**config.mk**
```make
export PLATFORM = sky130hd
export DESIGN_NAME = gmf_top
export DESIGN_NICKNAME = d
export VERILOG_FILES = /design/src/hw/gmf_pkg.sv /design/src/hw/gmf_line_filter.sv /design/src/hw/gmf_slow_div.sv /design/src/hw/gmf_top.sv
export VERILOG_INCLUDE_DIRS = /design/src /design/src/hw
export SDC_FILE = /design/constraint.sdc
export NUM_CORES = 1
export LEC_CHECK = 0
export ABC_AREA = 0
export BUFFER_PORTS_ARGS = -buffer_cell sky130_fd_sc_hd__buf_2
export CAP_MARGIN = 20
export CORE_MARGIN = 2
export CORE_UTILIZATION = 40
export CTS_BUF_LIST = sky130_fd_sc_hd__clkbuf_4
export CTS_CLUSTER_SIZE = 28
export DETAILED_ROUTE_END_ITERATION = 12
export PLACE_DENSITY_LB_ADDON = 0.25
export SYNTH_ARGS = -nofsm -noshare
export SYNTH_HDL_FRONTEND = slang
export SYNTH_SLANG_ARGS = --single-unit
```
**constraint.sdc**
```tcl
create_clock -name pclk -period 2.2 [get_ports pclk]
set_input_delay 0.11 -clock pclk [delete_from_list [all_inputs] [get_ports pclk]]
set_output_delay 0.11 -clock pclk [all_outputs]
set_load 0.1 [all_outputs]
```
**src/hw/gmf_defs.svh**
```systemverilog
// Constants for the line controller: register byte addresses, field
// positions, reset values and widths. Assumes APB with 32-bit data.
`ifndef GMF_DEFS_SVH
`define GMF_DEFS_SVH

`define GMF_LINES 32
`define GMF_DIV_W 14
`define GMF_DIV_MSB 13
`define GMF_DIV_LSB 0
`define GMF_PROTECT_BIT 0

`define GMF_ADDR_OUT_DATA 32'h400e0e38
`define GMF_ADDR_SEL_HIGH 32'h400e0e70
`define GMF_ADDR_SEL_LOW 32'h400e0e74
`define GMF_ADDR_FLT_GLITCH 32'h400e0e80
`define GMF_ADDR_FLT_DEBOUNCE 32'h400e0e84
`define GMF_ADDR_FLT_STATE 32'h400e0e88
`define GMF_ADDR_DIVIDER 32'h400e0e8c
`define GMF_ADDR_PD_OFF 32'h400e0e90
`define GMF_ADDR_PD_ON 32'h400e0e94
`define GMF_ADDR_PD_STATE 32'h400e0e98
`define GMF_ADDR_DW_ON 32'h400e0ea0
`define GMF_ADDR_DW_OFF 32'h400e0ea4
`define GMF_ADDR_DW_STATE 32'h400e0ea8
`define GMF_ADDR_WP_MODE 32'h400e0ee4

`define GMF_RST_VEC 32'h00000000
`define GMF_RST_DIV 14'h0000

`endif

```
**src/hw/gmf_pkg.sv**
```systemverilog
// Types shared by the line controller files.
// Assumes the constants header is compiled alongside.
package gmf_pkg;

    // Encoding is {select high bit, select low bit}
    typedef enum logic [1:0] {
        GMF_FUNC_A = 2'b00,
        GMF_FUNC_B = 2'b01,
        GMF_FUNC_C = 2'b10,
        GMF_FUNC_D = 2'b11
    } gmf_func_type;

    typedef logic [31:0] gmf_word_type;

endpackage

```
**src/hw/gmf_line_filter.sv**
```systemverilog
// Input filter for one line: glitch filter or slow debounce filter.
// Assumes pin is synchronous to pclk and sample_tick is a pulse.
`timescale 1ns/10ps
`default_nettype none

module gmf_line_filter
(
    input wire logic pclk, // Peripheral clock
    input wire logic presetn, // Async reset, active low
    input wire logic pin, // Raw line level
    input wire logic use_debounce, // 1 selects the debounce filter
    input wire logic sample_tick, // Debounce sampling pulse
    output logic filt // Filtered level
);

    logic pin_q;
    logic glitch_val;
    logic deb_prev;
    logic deb_val;

    // A level must hold across two edges to pass
    always_ff @(posedge pclk or negedge presetn)
    begin
        if (!presetn)
        begin
            pin_q <= 1'b0;
            glitch_val <= 1'b0;
        end
        else
        begin
            pin_q <= pin;
            if (pin == pin_q)
            begin
                glitch_val <= pin;
            end
        end
    end

    // Two equal samples half a period apart are needed
    always_ff @(posedge pclk or negedge presetn)
    begin
        if (!presetn)
        begin
            deb_prev <= 1'b0;
            deb_val <= 1'b0;
        end
        else if (sample_tick)
        begin
            deb_prev <= pin;
            if (pin == deb_prev)
            begin
                deb_val <= pin;
            end
        end
    end

    always_ff @(posedge pclk or negedge presetn)
    begin
        if (!presetn)
        begin
            filt <= 1'b0;
        end
        else
        begin
            filt <= use_debounce ? deb_val : glitch_val;
        end
    end

endmodule

`default_nettype wire

```
**src/hw/gmf_slow_div.sv**
```systemverilog
// Debounce sampling divider: one pclk pulse every (div + 1) slow ticks.
// Assumes slck_tick is a one-cycle pulse, synchronous to pclk.
`timescale 1ns/10ps
`default_nettype none

module gmf_slow_div
(
    input wire logic pclk, // Peripheral clock
    input wire logic presetn, // Async reset, active low
    input wire logic slck_tick, // One pulse per slow clock period
    input wire logic [13:0] div, // Divider field
    output logic sample_tick // Pulse each half debounce period
);

    logic [13:0] count;

    // Half of ((div + 1) * 2) slow periods per pulse
    always_ff @(posedge pclk or negedge presetn)
    begin
        if (!presetn)
        begin
            count <= 14'h0000;
            sample_tick <= 1'b0;
        end
        else
        begin
            sample_tick <= 1'b0;
            if (slck_tick)
            begin
                if (count >= div)
                begin
                    count <= 14'h0000;
                    sample_tick <= 1'b1;
                end
                else
                begin
                    count <= count + 14'h0001;
                end
            end
        end
    end

endmodule

`default_nettype wire

```
**src/hw/gmf_top.sv**
```systemverilog
// Line controller top: function select, input filters, pull-downs and
// gated direct writes of the output data, behind an APB slave.
// Assumes pins and slck_tick are synchronous to pclk.
//
// Decided for this implementation: register access over APB.
`timescale 1ns/10ps
`default_nettype none
`include "gmf_defs.svh"

module gmf_top
(
    input wire logic pclk, // Peripheral clock, 125 MHz
    input wire logic presetn, // Async reset, active low
    input wire logic [31:0] paddr, // APB byte address
    input wire logic psel, // APB select
    input wire logic penable, // APB access phase
    input wire logic pwrite, // APB direction, 1 = write
    input wire logic [31:0] pwdata, // APB write data
    output logic [31:0] prdata, // APB read data
    output logic pready, // APB ready
    output logic pslverr, // APB error, unmapped address
    input wire logic slck_tick, // Slow clock enable pulse
    input wire logic [31:0] pin_in, // Line levels from the pads
    output logic [31:0] periph_a_in, // Filtered lines to function A
    output logic [31:0] periph_b_in, // Filtered lines to function B
    output logic [31:0] periph_c_in, // Filtered lines to function C
    output logic [31:0] periph_d_in, // Filtered lines to function D
    output logic [31:0] pad_pulldown, // Pull-down enable per pad
    output logic [31:0] out_data // Output data value per line
);
    import gmf_pkg::*;

    gmf_word_type sel_low;
    gmf_word_type sel_high;
    gmf_word_type filter_debounce;
    gmf_word_type pulldown_en;
    gmf_word_type direct_write;
    logic [13:0] divider;
    logic write_protect_enable;
    logic [31:0] filtered;
    logic sample_tick;
    logic access;
    logic wr_strobe;
    logic setup;
    logic mapped;
    logic [31:0] next_rdata;

    // APB handshake

    assign setup = psel && !penable;
    assign access = psel && penable && pready;
    assign wr_strobe = access && pwrite;

    // One wait-free answer: pready rises the cycle after setup
    always_ff @(posedge pclk or negedge presetn)
    begin
        if (!presetn)
        begin
            pready <= 1'b0;
        end
        else
        begin
            pready <= setup;
        end
    end

    always_comb
    begin
        mapped = 1'b1;
        case (paddr)
            `GMF_ADDR_OUT_DATA: mapped = 1'b1;
            `GMF_ADDR_SEL_HIGH: mapped = 1'b1;
            `GMF_ADDR_SEL_LOW: mapped = 1'b1;
            `GMF_ADDR_FLT_GLITCH: mapped = 1'b1;
            `GMF_ADDR_FLT_DEBOUNCE: mapped = 1'b1;
            `GMF_ADDR_FLT_STATE: mapped = 1'b1;
            `GMF_ADDR_DIVIDER: mapped = 1'b1;
            `GMF_ADDR_PD_OFF: mapped = 1'b1;
            `GMF_ADDR_PD_ON: mapped = 1'b1;
            `GMF_ADDR_PD_STATE: mapped = 1'b1;
            `GMF_ADDR_DW_ON: mapped = 1'b1;
            `GMF_ADDR_DW_OFF: mapped = 1'b1;
            `GMF_ADDR_DW_STATE: mapped = 1'b1;
            `GMF_ADDR_WP_MODE: mapped = 1'b1;
            default: mapped = 1'b0;
        endcase
    end

    // Read mux; write-only registers read as zero
    always_comb
    begin
        next_rdata = 32'h00000000;
        case (paddr)
            `GMF_ADDR_OUT_DATA: next_rdata = out_data;
            `GMF_ADDR_SEL_HIGH: next_rdata = sel_high;
            `GMF_ADDR_SEL_LOW: next_rdata = sel_low;
            `GMF_ADDR_FLT_STATE: next_rdata = filter_debounce;
            `GMF_ADDR_DIVIDER: next_rdata = {18'h00000, divider};
            `GMF_ADDR_PD_STATE: next_rdata = ~pulldown_en;
            `GMF_ADDR_DW_STATE: next_rdata = direct_write;
            `GMF_ADDR_WP_MODE: next_rdata = {31'h00000000,
                write_protect_enable};
            default: next_rdata = 32'h00000000;
        endcase
    end

    // Read data and error are captured at setup, stand through access
    always_ff @(posedge pclk or negedge presetn)
    begin
        if (!presetn)
        begin
            prdata <= 32'h00000000;
            pslverr <= 1'b0;
        end
        else if (setup)
        begin
            prdata <= pwrite ? 32'h00000000 : next_rdata;
            pslverr <= !mapped;
        end
        else
        begin
            prdata <= 32'h00000000;
            pslverr <= 1'b0;
        end
    end

    // Write protection

    // enable held in mode bit 0
    always_ff @(posedge pclk or negedge presetn)
    begin
        if (!presetn)
        begin
            write_protect_enable <= 1'b0;
        end
        else if (wr_strobe && paddr == `GMF_ADDR_WP_MODE)
        begin
            write_protect_enable <= pwdata[`GMF_PROTECT_BIT];
        end
    end

    // Function select registers

    always_ff @(posedge pclk or negedge presetn)
    begin
        if (!presetn)
        begin
            sel_low <= `GMF_RST_VEC;
            sel_high <= `GMF_RST_VEC;
        end
        else if (wr_strobe && !write_protect_enable)
        begin
            if (paddr == `GMF_ADDR_SEL_LOW)
            begin
                sel_low <= pwdata;
            end
            if (paddr == `GMF_ADDR_SEL_HIGH)
            begin
                sel_high <= pwdata;
            end
        end
    end

    // Filter kind, not write protected

    always_ff @(posedge pclk or negedge presetn)
    begin
        if (!presetn)
        begin
            filter_debounce <= `GMF_RST_VEC;
        end
        else if (wr_strobe)
        begin
            if (paddr == `GMF_ADDR_FLT_GLITCH)
            begin
                filter_debounce <= filter_debounce & ~pwdata;
            end
            if (paddr == `GMF_ADDR_FLT_DEBOUNCE)
            begin
                filter_debounce <= filter_debounce | pwdata;
            end
        end
    end

    always_ff @(posedge pclk or negedge presetn)
    begin
        if (!presetn)
        begin
            divider <= `GMF_RST_DIV;
        end
        else if (wr_strobe && paddr == `GMF_ADDR_DIVIDER)
        begin
            divider <= pwdata[`GMF_DIV_MSB:`GMF_DIV_LSB];
        end
    end

    // Pull-downs

    always_ff @(posedge pclk or negedge presetn)
    begin
        if (!presetn)
        begin
            pulldown_en <= `GMF_RST_VEC;
        end
        else if (wr_strobe && !write_protect_enable)
        begin
            if (paddr == `GMF_ADDR_PD_OFF)
            begin
                pulldown_en <= pulldown_en & ~pwdata;
            end
            if (paddr == `GMF_ADDR_PD_ON)
            begin
                pulldown_en <= pulldown_en | pwdata;
            end
        end
    end

    always_ff @(posedge pclk or negedge presetn)
    begin
        if (!presetn)
        begin
            pad_pulldown <= `GMF_RST_VEC;
        end
        else
        begin
            pad_pulldown <= pulldown_en;
        end
    end

    // Direct output writes

    always_ff @(posedge pclk or negedge presetn)
    begin
        if (!presetn)
        begin
            direct_write <= `GMF_RST_VEC;
        end
        else if (wr_strobe && !write_protect_enable)
        begin
            if (paddr == `GMF_ADDR_DW_ON)
            begin
                direct_write <= direct_write | pwdata;
            end
            if (paddr == `GMF_ADDR_DW_OFF)
            begin
                direct_write <= direct_write & ~pwdata;
            end
        end
    end

    // Lines not enabled keep their value, so software can touch
    // a subset of lines without a read-modify-write
    always_ff @(posedge pclk or negedge presetn)
    begin
        if (!presetn)
        begin
            out_data <= `GMF_RST_VEC;
        end
        else if (wr_strobe && paddr == `GMF_ADDR_OUT_DATA)
        begin
            out_data <= (out_data & ~direct_write) |
                (pwdata & direct_write);
        end
    end

    // Input filters

    gmf_slow_div u_div
    (
        .pclk(pclk),
        .presetn(presetn),
        .slck_tick(slck_tick),
        .div(divider),
        .sample_tick(sample_tick)
    );

    genvar i;
    generate
        for (i = 0; i < `GMF_LINES; i = i + 1)
        begin : g_line
            gmf_line_filter u_filt
            (
                .pclk(pclk),
                .presetn(presetn),
                .pin(pin_in[i]),
                .use_debounce(filter_debounce[i]),
                .sample_tick(sample_tick),
                .filt(filtered[i])
            );
        end
    endgenerate

    // Function routing

    // Unselected functions see a quiet low rather than the pin
    always_ff @(posedge pclk or negedge presetn)
    begin
        if (!presetn)
        begin
            periph_a_in <= `GMF_RST_VEC;
            periph_b_in <= `GMF_RST_VEC;
            periph_c_in <= `GMF_RST_VEC;
            periph_d_in <= `GMF_RST_VEC;
        end
        else
        begin
            for (int n = 0; n < `GMF_LINES; n++)
            begin
                case (gmf_func_type'({sel_high[n], sel_low[n]}))
                    GMF_FUNC_A:
                    begin
                        periph_a_in[n] <= filtered[n];
                        periph_b_in[n] <= 1'b0;
                        periph_c_in[n] <= 1'b0;
                        periph_d_in[n] <= 1'b0;
                    end
                    GMF_FUNC_B:
                    begin
                        periph_a_in[n] <= 1'b0;
                        periph_b_in[n] <= filtered[n];
                        periph_c_in[n] <= 1'b0;
                        periph_d_in[n] <= 1'b0;
                    end
                    GMF_FUNC_C:
                    begin
                        periph_a_in[n] <= 1'b0;
                        periph_b_in[n] <= 1'b0;
                        periph_c_in[n] <= filtered[n];
                        periph_d_in[n] <= 1'b0;
                    end
                    GMF_FUNC_D:
                    begin
                        periph_a_in[n] <= 1'b0;
                        periph_b_in[n] <= 1'b0;
                        periph_c_in[n] <= 1'b0;
                        periph_d_in[n] <= filtered[n];
                    end
                    default:
                    begin
                        periph_a_in[n] <= 1'b0;
                        periph_b_in[n] <= 1'b0;
                        periph_c_in[n] <= 1'b0;
                        periph_d_in[n] <= 1'b0;
                    end
                endcase
            end
        end
    end

endmodule

`default_nettype wire

```
==> results.ini, run 1 <==
[cells_and_area]
final_util_pct = 52.9
area_delta_synth_final_pct = 30.9
layout.nets = 2475
final.fill_count = 4730
drive_above_1_share_pct = 35.2

[synthesis]
ys.warnings.count = 0
async_flop_share_pct = 100
ys_types = 51
synth_edf_count = 0
ys_top_cells_by_area = dfrtp_1 (65%), mux2_2 (9.7%), nand2_1 (3.1%), a21oi_1 (2.3%), a31oi_1 (1.8%)
ys.flop_type = dfrtp_1
synth.top_cells.by_count = dfrtp_1 (576), mux2_2 (191), nand2_1 (181)
ys_seq_area_share_pct = 64.9
ys_ff_latch = 576
yosysMostFrequentCell = dfrtp_1
synth_top_area_share_pct = 64.9
avgSynthCellArea_um2 = 13.1
netlist_area_um2 = 22200
syn_inst = 1698
synth_top_area_cell = dfrtp_1
syn_nets = 1815

[power_and_ir_drop]
total_power_uw = 21700
leakage_uw = 0.0146
ir_drop_mv = 0.482
p_per_area_nw_per_um2 = 747

[die]
die_h_um = 240
start_util_pct = 40.4
die_area_um2 = 57400
core-area_um2 = 55000
die_x_um = 240
core.rowCount = 86
pin_count = 328

[global_routing]
grt_usage_pct = 21.9
grt_pass1_vias = 17100
grt_start_max_net_pins = 115
antenna_found_initial = 5
grt_pass1_wl_um = 95100
overflow = 0

[cts]
cts.root.buffer_cell = clkbuf_4
clk_pin_slew_ps = 60
h-tree-depth = 4
cts.path.max_buffers = 3
worstSkewPairLatency_ps = 960
cts_tree = built
cts_made_buffers = 150
cts.sinks = 576

[sta]
tightest_slew_ps = 615
min_period_ps = 2160
setup_ws_ps = 36.3
slew_headroom_pct = 59.0
setup_violations = 0
timing.final.crit_share_pct = 98.4
setup-tns-final_ps = 0
max_freq_ghz = 0.462
skew_ps = 39.4
final-hold-violation-count = 0
holdWs_ps = 120
slew_viol_final = 0

[worst_setup_path]
crit_path_start_kind = input port
rr_worst_depth = 10
crit_arrival_ps = 2980
crit_chain = dlygate4sd3_1, buf_2, and4b_2, dlygate4sd3_1, nand4_4, nor4bb_4, buf_4, nand2_1, mux2_1
reg2reg_slack_ps = 70
max_stage_delay_ps = 650
crit_buf_inv = 4
cp_slowest_cell = dlygate4sd3_1
cp-end-kind = register
path_common_cell = dlygate4sd3_1
r2r-end = u_div.count[2]
cp_num_cells = 9
path_delay_family = buffers and inverters
crit_required_ps = 3010
path_max_fanout = 10
crit_start = paddr[21]
crit_type = input port to register
rr_startpoint = divider[3]

[place]
globalplace.congestion = 0.813
place.port_buffers = 327
pre_cts_ws_ps = -511
post-dp-hpwl_um = 41400

[job]
cap_violations = 0

[route]
wl_um = 61600
drc_errors = 0
dr_total_vias = 16300
viasPerCell = 5.10
wl_per_cell_um = 19.3
ant_nets = 0
drt_iter0_markers = 1031
dr.pass1.iters = 8

[run_status]
status = complete, no violations

[hold_path]
hold_class = input port to register
hold_depth = 3

==> report_power, final <==
| group | switching (µW) | leakage [µW] | internal (µW) |
|---|---|---|---|
| Clock | 4220 | 0.00107 | 4750 |
| Sequential | 185 | 0.00763 | 10900 |
| Combinational | 1060 | 0.00589 | 601 |
==> cell type report <==
cell class                      count  area (µm²)  area share [%]
Sequential cell                   576       14400            49.6
Antenna cell                        6        15.0          0.0517
Tap cell                          748         936            3.22
Inverter                           20        75.1           0.258
Multi-Input combinational cell   1031        7530            25.9
Timing Repair Buffer              579        4290            14.7
Clock buffer                      213        1600            5.50
Clock inverter                     26         201           0.693
==> cells in the final DEF (no fill, tap or decap), drive strengths merged, types with 3 or more instances in the layout <==
master,instances
a21oi,102
a222oi,14
a22oi,31
a2bb2oi,14
a31oi,64
and3,37
and3b,22
buf,417
bufinv,3
clkbuf,213
clkinv,16
clkinvlp,4
dfrtp,576
diode,6
dlygate4sd3,162
ha,15
inv,23
maj3,32
mux2,226
mux2i,20
nand2,181
nand2b,36
nand3,10
nand4,10
nor2,102
nor2b,4
nor3,9
nor3b,32
nor4bb,3
o21ai,18
o22a,19
xnor2,3
xor2,8
==> metal layers <==
metal	global-route usage (%)	wire length [µm]	vias up	part of all wire, %
li1	-	-	7438	-
met1	28.2	26700	8203	43
met2	34.7	29200	554	47
met3	6.40	4120	129	6.7
met4	9.17	1570	0	2.5
met5	0	0	-	0
==> how the worst min path moves through the flow <==
| stage | slack [ps] | from | end |
|---|---|---|---|
| 6_report | 120 | slck_tick | u_div.sample_tick |
| 5_1_grt | 40 | slck_tick | u_div.sample_tick |
| 3_5_place_dp | -9 | presetn | g_line[19].u_filt.deb_prev |
| 4_1_cts | 20 | paddr[31] | prdata[0] |
| 2_1_floorplan | -190 | presetn | async pin |
| 3_3_place_gp | -10 | presetn | g_line[19].u_filt.deb_prev |
==> worst min-delay path, delay by kind of cell <==
family	cells	cell delay [ps]
simple gates	1	170
buf+inv	2	730
==> through the flow <==
stage | instance area (µm²) | cells
global placement | 25500 | 2783
floorplan | 22200 | 1698
CTS | 29000 | 3187
detailed placement | 25500 | 2783
finish | 29100 | 3199
global route | 29100 | 3197
==> cell families (layout without fill, tap and decap cells) <==
logic type	count (synthesis)	after routing	share of synthesized area, %
simple gates	458	458	10.4
xor+xnor	11	11	0.434
fa+ha+maj	47	47	2.29
buf+inv	91	838	1.75
mux	246	246	12.4
other cells	0	6	0
flops	576	576	64.9
compound gates	269	269	7.79
==> timing repair <==
item / 4_1_cts / 5_1_grt
pin swaps: 2 / 4
hold buffers: 163 / 0
buffers inserted: 2 / 6
hold endpoints to repair: 960 / 0
resized for setup: 3 / 5
setup endpoints to repair: 44 / 30
(Power assumes the default switching activity.)
==> run 2, diff against run 1 <==
==> constraint.sdc (replaced) <==
create_clock -name pclk -period 2.2 [get_ports pclk]
set_input_delay 0.33 -clock pclk [delete_from_list [all_inputs] [get_ports pclk]]
set_output_delay 0.33 -clock pclk [all_outputs]
set_load 0.1 [all_outputs]
==> results.ini, run 2 (synthesis results as in run 1) <==
[cells_and_area]
layout.cells.most_common = dfrtp_1
seqCellArea_um2 = 14400  ; unchanged
area_delta_synth_final_pct = 29.9
layout.nets = 2423  ; -2.1%
multiInputGateArea_um2 = 7510  ; -0.17%
final.fill_count = 4795  ; +1.4%
drive_above_1_share_pct = 36.3  ; +1.2 points
final_cell_mix = dfrtp_1 (574), buf_2 (239), clkbuf_4 (224)
stdcell_area_um2 = 28800  ; -0.81%
final_util_pct = 52.4  ; -0.43 points

[cts]
cts.sinks = 576  ; unchanged
cts.path.max_buffers = 3  ; unchanged
clk_pin_slew_ps = 60  ; about the same
cts_tree = built
cts.root.buffer_cell = clkbuf_4
h-tree-depth = 4  ; unchanged
cts_made_buffers = 153  ; +2.0%
worstSkewPairLatency_ps = 1010  ; +50 ps

[sta]
max_freq_ghz = 0.456  ; -1.4%
holdWs_ps = 106  ; -13.5 ps
setup_ws_ps = 6.14  ; -30.1 ps
slew_headroom_pct = 59.0  ; about the same
slew_viol_final = 0  ; unchanged
rsz0062_at_grt = false
setup_violations = 0  ; unchanged
setup-tns-final_ps = 0  ; unchanged
timing.final.crit_share_pct = 99.7  ; +1.4 points
final-hold-violation-count = 0  ; unchanged
tightest_slew_ps = 615  ; +0.0746 ps
skew_ps = 44.5  ; +5.08 ps
min_period_ps = 2190  ; +30.1 ps

[hold_path]
hold_depth = 2  ; -1
hold_start = pin_in[17]
hold_class = input port to register
worstHoldEndpoint = g_line[17].u_filt.pin_q

[worst_setup_path]
cp_slowest_cell = dlygate4sd3_1
path_common_cell = dlygate4sd3_1
max_stage_delay_ps = 630  ; -20 ps
crit_arrival_ps = 3050  ; +70 ps
crit_path_start_kind = input port
crit_type = input port to register
rr_worst_depth = 5  ; -5
r2r-end = divider[0]
crit_chain = dlygate4sd3_1, buf_2, nor2_1, dlygate4sd3_1, nand4_4, nor4bb_4, buf_12, nand2_1, mux2_1
crit_start = paddr[0]
path_max_fanout = 22  ; +12
rr_startpoint = pready
cp-end-kind = register
crit_required_ps = 3060  ; +50 ps
reg2reg_slack_ps = 90  ; +20 ps

[die]
die_area_um2 = 57400  ; unchanged
core-area_um2 = 55000  ; unchanged
start_util_pct = 40.4  ; unchanged
core.rowCount = 86  ; unchanged
die_x_um = 240  ; unchanged
pin_count = 328  ; unchanged
die_h_um = 240  ; unchanged

[job]
cap_violations = 0  ; unchanged

[place]
post-dp-hpwl_um = 41900  ; +1.1%
globalplace.congestion = 0.826  ; +1.6%
pre_cts_ws_ps = -516  ; -5.39 ps
place.port_buffers = 327  ; unchanged
dpl-instance-area_um2 = 25600  ; +0.55%

[route]
ant_nets = 0  ; unchanged
wl_per_cell_um = 19.4  ; +0.62%
wl_um = 61400  ; -0.48%
dr.pass1.iters = 5  ; -3
dr_total_vias = 16200  ; -0.82%
viasPerCell = 5.12  ; +0.28%
drc_errors = 0  ; unchanged
drt_iter0_markers = 1039  ; +0.78%

[power_and_ir_drop]
p_per_area_nw_per_um2 = 757  ; +1.3%
leakage_uw = 0.0144  ; -1.2%
ir_drop_mv = 0.421  ; -13%

[global_routing]
antenna_found_initial = 8  ; +3
grt_pass1_vias = 16800  ; -1.7%
grt_start_max_net_pins = 77  ; -33%
overflow = 0  ; unchanged
grt_usage_pct = 21.9  ; -0.056 points
grt_pass1_wl_um = 94300  ; -0.77%

[run_status]
status = complete, no violations

[run 2: stage by stage]
stage | power [µW] | cells
floorplan | 12000 | 1698
global placement | 12700 | 2795
detailed placement | 12700 | 2795
CTS | 22200 | 3155
global route | 23000 | 3160
finish | 21800 | 3164
[run 2: worst max-delay path by stage]
stage	to	slack (ps)
finish	register	6
global placement	register	-550
floorplan	sel_low[10]	80
detailed placement	register	-520
CTS	u_div.count[4]	-40
global route	pad_pulldown[3]	0.6
[run 2: routing by layer]
metal  GRT usage, %  routed length [µm]  vias to the layer above
met5              0                  41                        -
met4           9.32                2020                        6
met3           6.53                3840                      131
met2           34.0               28700                      534
met1           28.5               26700                     8155
li1               -                   -                     7364
[run 2: layout make-up]
| cell class | instances | share of cell area, % |
|---|---|---|
| Inverter | 20 | 0.260 |
| Antenna cell | 8 | 0.0695 |
| Sequential cell | 576 | 50.0 |
| Multi-Input combinational cell | 1031 | 26.1 |
| Clock inverter | 40 | 0.885 |
| Clock buffer | 217 | 5.65 |
| Timing Repair Buffer | 524 | 13.8 |
| Tap cell | 748 | 3.25 |
[run 2: worst max-delay path: cells and delay by family]
kind	cells	cell delay [ps]
buf+inv	4	1580
mux	1	320
simple gates	4	810
[run 2: timing repair]
action / CTS / global route
hold buffers: 103 / 0
pin swaps: 0 / 3
endpoints found under the hold margin: 960 / 0
resized for setup: 80 / 11
setup buffers: 0 / 1
setup endpoints to repair: 91 / 22
[run 2: report_power, final]
group | leakage, µW | switching (µW) | total (µW) | internal (µW)
Sequential | 0.00763 | 191 | 11100 | 10900
Combinational | 0.00566 | 1060 | 1610 | 552
Clock | 0.00112 | 4270 | 9140 | 4870
Total | 0.0144 | 5510 | 21800 | 16300
==> run 3, diff against run 2 <==
--- a/config.mk
+++ b/config.mk
@@ -6,7 +6,7 @@
 export SDC_FILE = /design/constraint.sdc
 export NUM_CORES = 1
 export LEC_CHECK = 0
-export ABC_AREA = 0
+export ABC_AREA = 1
 export BUFFER_PORTS_ARGS = -buffer_cell sky130_fd_sc_hd__buf_2
 export CAP_MARGIN = 20
 export CORE_MARGIN = 2
==> results.ini, run 3 <==
[run_status]
status = complete, no violations

[sta]
final-hold-violation-count = 0  ; unchanged
max_freq_ghz = 0.475  ; +4.1%
setup-tns-final_ps = 0  ; unchanged
setup_violations = 0  ; unchanged
holdWs_ps = 110  ; +3.94 ps
skew_ps = 46.2  ; +1.73 ps
rsz0062_at_grt = false
slew_headroom_pct = 53.6  ; -5.4 points
timing.final.crit_share_pct = 95.8  ; -3.9 points
tightest_slew_ps = 691  ; +75.4 ps
slew_viol_final = 0  ; unchanged
min_period_ps = 2110  ; -86.9 ps

[synthesis]
ys.flop_type = dfrtp_1
ys_seq_area_share_pct = 60.4  ; -4.5 points
avgSynthCellArea_um2 = 9.45  ; -28%
ys_ff_latch = 576  ; unchanged
synth_top_area_cell = dfrtp_1
synth_edf_count = 0  ; unchanged
ys_top_cells_by_area = dfrtp_1 (60%), nand2_1 (9.7%), nand3_1 (5.4%), inv_1 (3.4%), nor3_1 (3.1%)
syn_nets = 2642  ; +46%
ys.warnings.count = 0  ; unchanged
synth_top_area_share_pct = 60.4  ; -4.5 points
netlist_area_um2 = 23900  ; +7.5%
synth.top_cells.by_count = nand2_1 (619), dfrtp_1 (576), nand3_1 (259)
async_flop_share_pct = 100  ; unchanged
yosysMostFrequentCell = nand2_1
syn_inst = 2525  ; +49%
ys_types = 37  ; -27%

[die]
core.rowCount = 89  ; +3.5%
die_area_um2 = 61600  ; +7.4%
die_x_um = 248  ; +3.6%
pin_count = 328  ; unchanged
start_util_pct = 40.4  ; +0.069 points
core-area_um2 = 59000  ; +7.3%
die_h_um = 248  ; +3.6%

[cts]
cts.root.buffer_cell = clkbuf_4
clk_pin_slew_ps = 60  ; about the same
post_cts_buffers = 0  ; unchanged
cts_tree = built
h-tree-depth = 4  ; unchanged
cts.sinks = 576  ; unchanged
worstSkewPairLatency_ps = 980  ; -30 ps
cts_made_buffers = 149  ; -2.6%
cts.path.max_buffers = 3  ; unchanged

[worst_setup_path]
cp_slowest_cell = dlygate4sd3_1
crit_arrival_ps = 2940  ; -110 ps
crit_type = input port to register
crit_required_ps = 3030  ; -30 ps
crit_chain = dlygate4sd3_1, buf_2, inv_1, nand2_1, dlygate4sd3_1, nor2_1, nand2_1, nor2_2, buf_4, dlygate4sd3_1, nand3_1, nand2_1, o21ai_1
path_max_fanout = 8  ; -64%
cp-end-kind = register
max_stage_delay_ps = 590  ; -40 ps
crit_path_start_kind = input port

[power_and_ir_drop]
leakage_uw = 0.0151  ; +4.7%
p_per_area_nw_per_um2 = 746  ; -1.4%
total_power_uw = 22300  ; +2.3%
ir_drop_mv = 0.377  ; -10%

[cells_and_area]
stdcell_area_um2 = 29900  ; +3.8%
layout.cells.non_filler = 3950  ; +25%
layout.cells.most_common = nand2_1
drive_above_1_share_pct = 21.9  ; -14 points
final_cell_mix = nand2_1 (619), dfrtp_1 (575), buf_2 (266)
area_delta_synth_final_pct = 25.4
layout.nets = 3185  ; +31%
final.fill_count = 5481  ; +14%

[global_routing]
use_met2_pct = 35.1  ; +1.0 points
grt_pass1_wl_um = 112000  ; +19%
grt_start_max_net_pins = 91  ; +18%
grt_busiest_layer = met2
grt_pass1_vias = 19200  ; +14%
grt_usage_pct = 24.1  ; +2.2 points
use_met1_pct = 34.8  ; +6.3 points
overflow = 0  ; unchanged
antenna_found_initial = 9  ; +1
grtUsageMet3_pct = 7.21  ; +0.67 points

[hold_path]
hold_class = input port to register

[route]
wl_um = 73600  ; +20%
dr.pass1.iters = 6  ; +1
viasPerCell = 5.13  ; +0.31%
drc_errors = 0  ; unchanged
wl_per_cell_um = 18.6  ; -3.9%
drt_iter0_markers = 1770  ; +70%
dr_total_vias = 20300  ; +25%
ant_nets = 0  ; unchanged

[place]
dpl-instance-area_um2 = 26700  ; +4.1%
place.port_buffers = 327  ; unchanged
globalplace.congestion = 0.896  ; +8.4%
dp_cells = 3575  ; +28%
post-dp-hpwl_um = 52600  ; +26%

[job]
cap_violations = 0  ; unchanged

run 3: final timing paths:
check                               startpoint                      to  slack (ps)  depth (start not counted)
worst max-delay path                 paddr[29]    write_protect_enable          90                         13
min in group asynchronous              presetn        pad_pulldown[21]         600                          4
worst min register to register        register        pad_pulldown[16]         400                          0
worst min-delay path                 pin_in[6]  g_line[6].u_filt.pin_q         110                          2
max in group asynchronous              presetn          u_div.count[3]        1090                          5
worst max register to register  u_div.count[8]          u_div.count[3]         220                         10
run 3: cells by family (layout without fill, tap and decap cells):
| family | count (synthesis) | count (layout) | synth area share (%) |
|---|---|---|---|
| AOI/OAI and AO/OA | 199 | 199 | 4.23 |
| DFF | 576 | 576 | 60.4 |
| xor gates and xnor gates | 8 | 8 | 0.294 |
| and+or+nand+nor | 1323 | 1323 | 25.2 |
| adders and majority gates | 47 | 47 | 2.13 |
| muxes | 32 | 32 | 1.51 |
| buffers and inverters | 340 | 988 | 6.24 |
| other | 0 | 4 | 0 |
run 3: layer usage:
| metal | part of all wire, % | vias to the layer above |
|---|---|---|
| met2 | 44 | 793 |
| li1 | - | 9509 |
| met1 | 46 | 9867 |
| met4 | 1.9 | 6 |
| met5 | 0.056 | - |
| met3 | 8.9 | 99 |
run 3: per-stage QoR:
step           utilization (%)  setup WS (ps)
5_1_grt                   50.7           4.66
3_5_place_dp              45.2           11.4
4_1_cts                   50.7          0.226
3_3_place_gp              45.2           30.6
2_1_floorplan                -            292
6_report                  50.7           93.0
run 3: timing repair:
action,in CTS,in global routing
pin swaps,0,0
endpoints found under the hold margin,960,0
hold buffers,115,0
endpoints found under the setup margin,55,6
gates resized for setup,55,6
run 3: power by group:
part / internal (µW) / switching (µW) / total [µW] / leakage, µW
clock network: 5070 / 4260 / 9330 / 0.00113
logic: 516 / 1230 / 1750 / 0.00632
registers: 11000 / 268 / 11200 / 0.00764
run 3: area by class of cell:
cell class	instances	area (µm²)	share of cell area [%]
Sequential cell	576	14400	48.2
Multi-Input combinational cell	1609	7970	26.6
Clock buffer	216	1620	5.42
Clock inverter	40	289	0.966
Tap cell	773	967	3.23
Antenna cell	4	10.0	0.0335
Timing Repair Buffer	505	3790	12.7
Inverter	227	855	2.86
run 3: critical path, delay by kind of cell:
family,cells,cell delay [ps]
buf+inv,6,2020
compound gates,1,60
simple gates,6,520
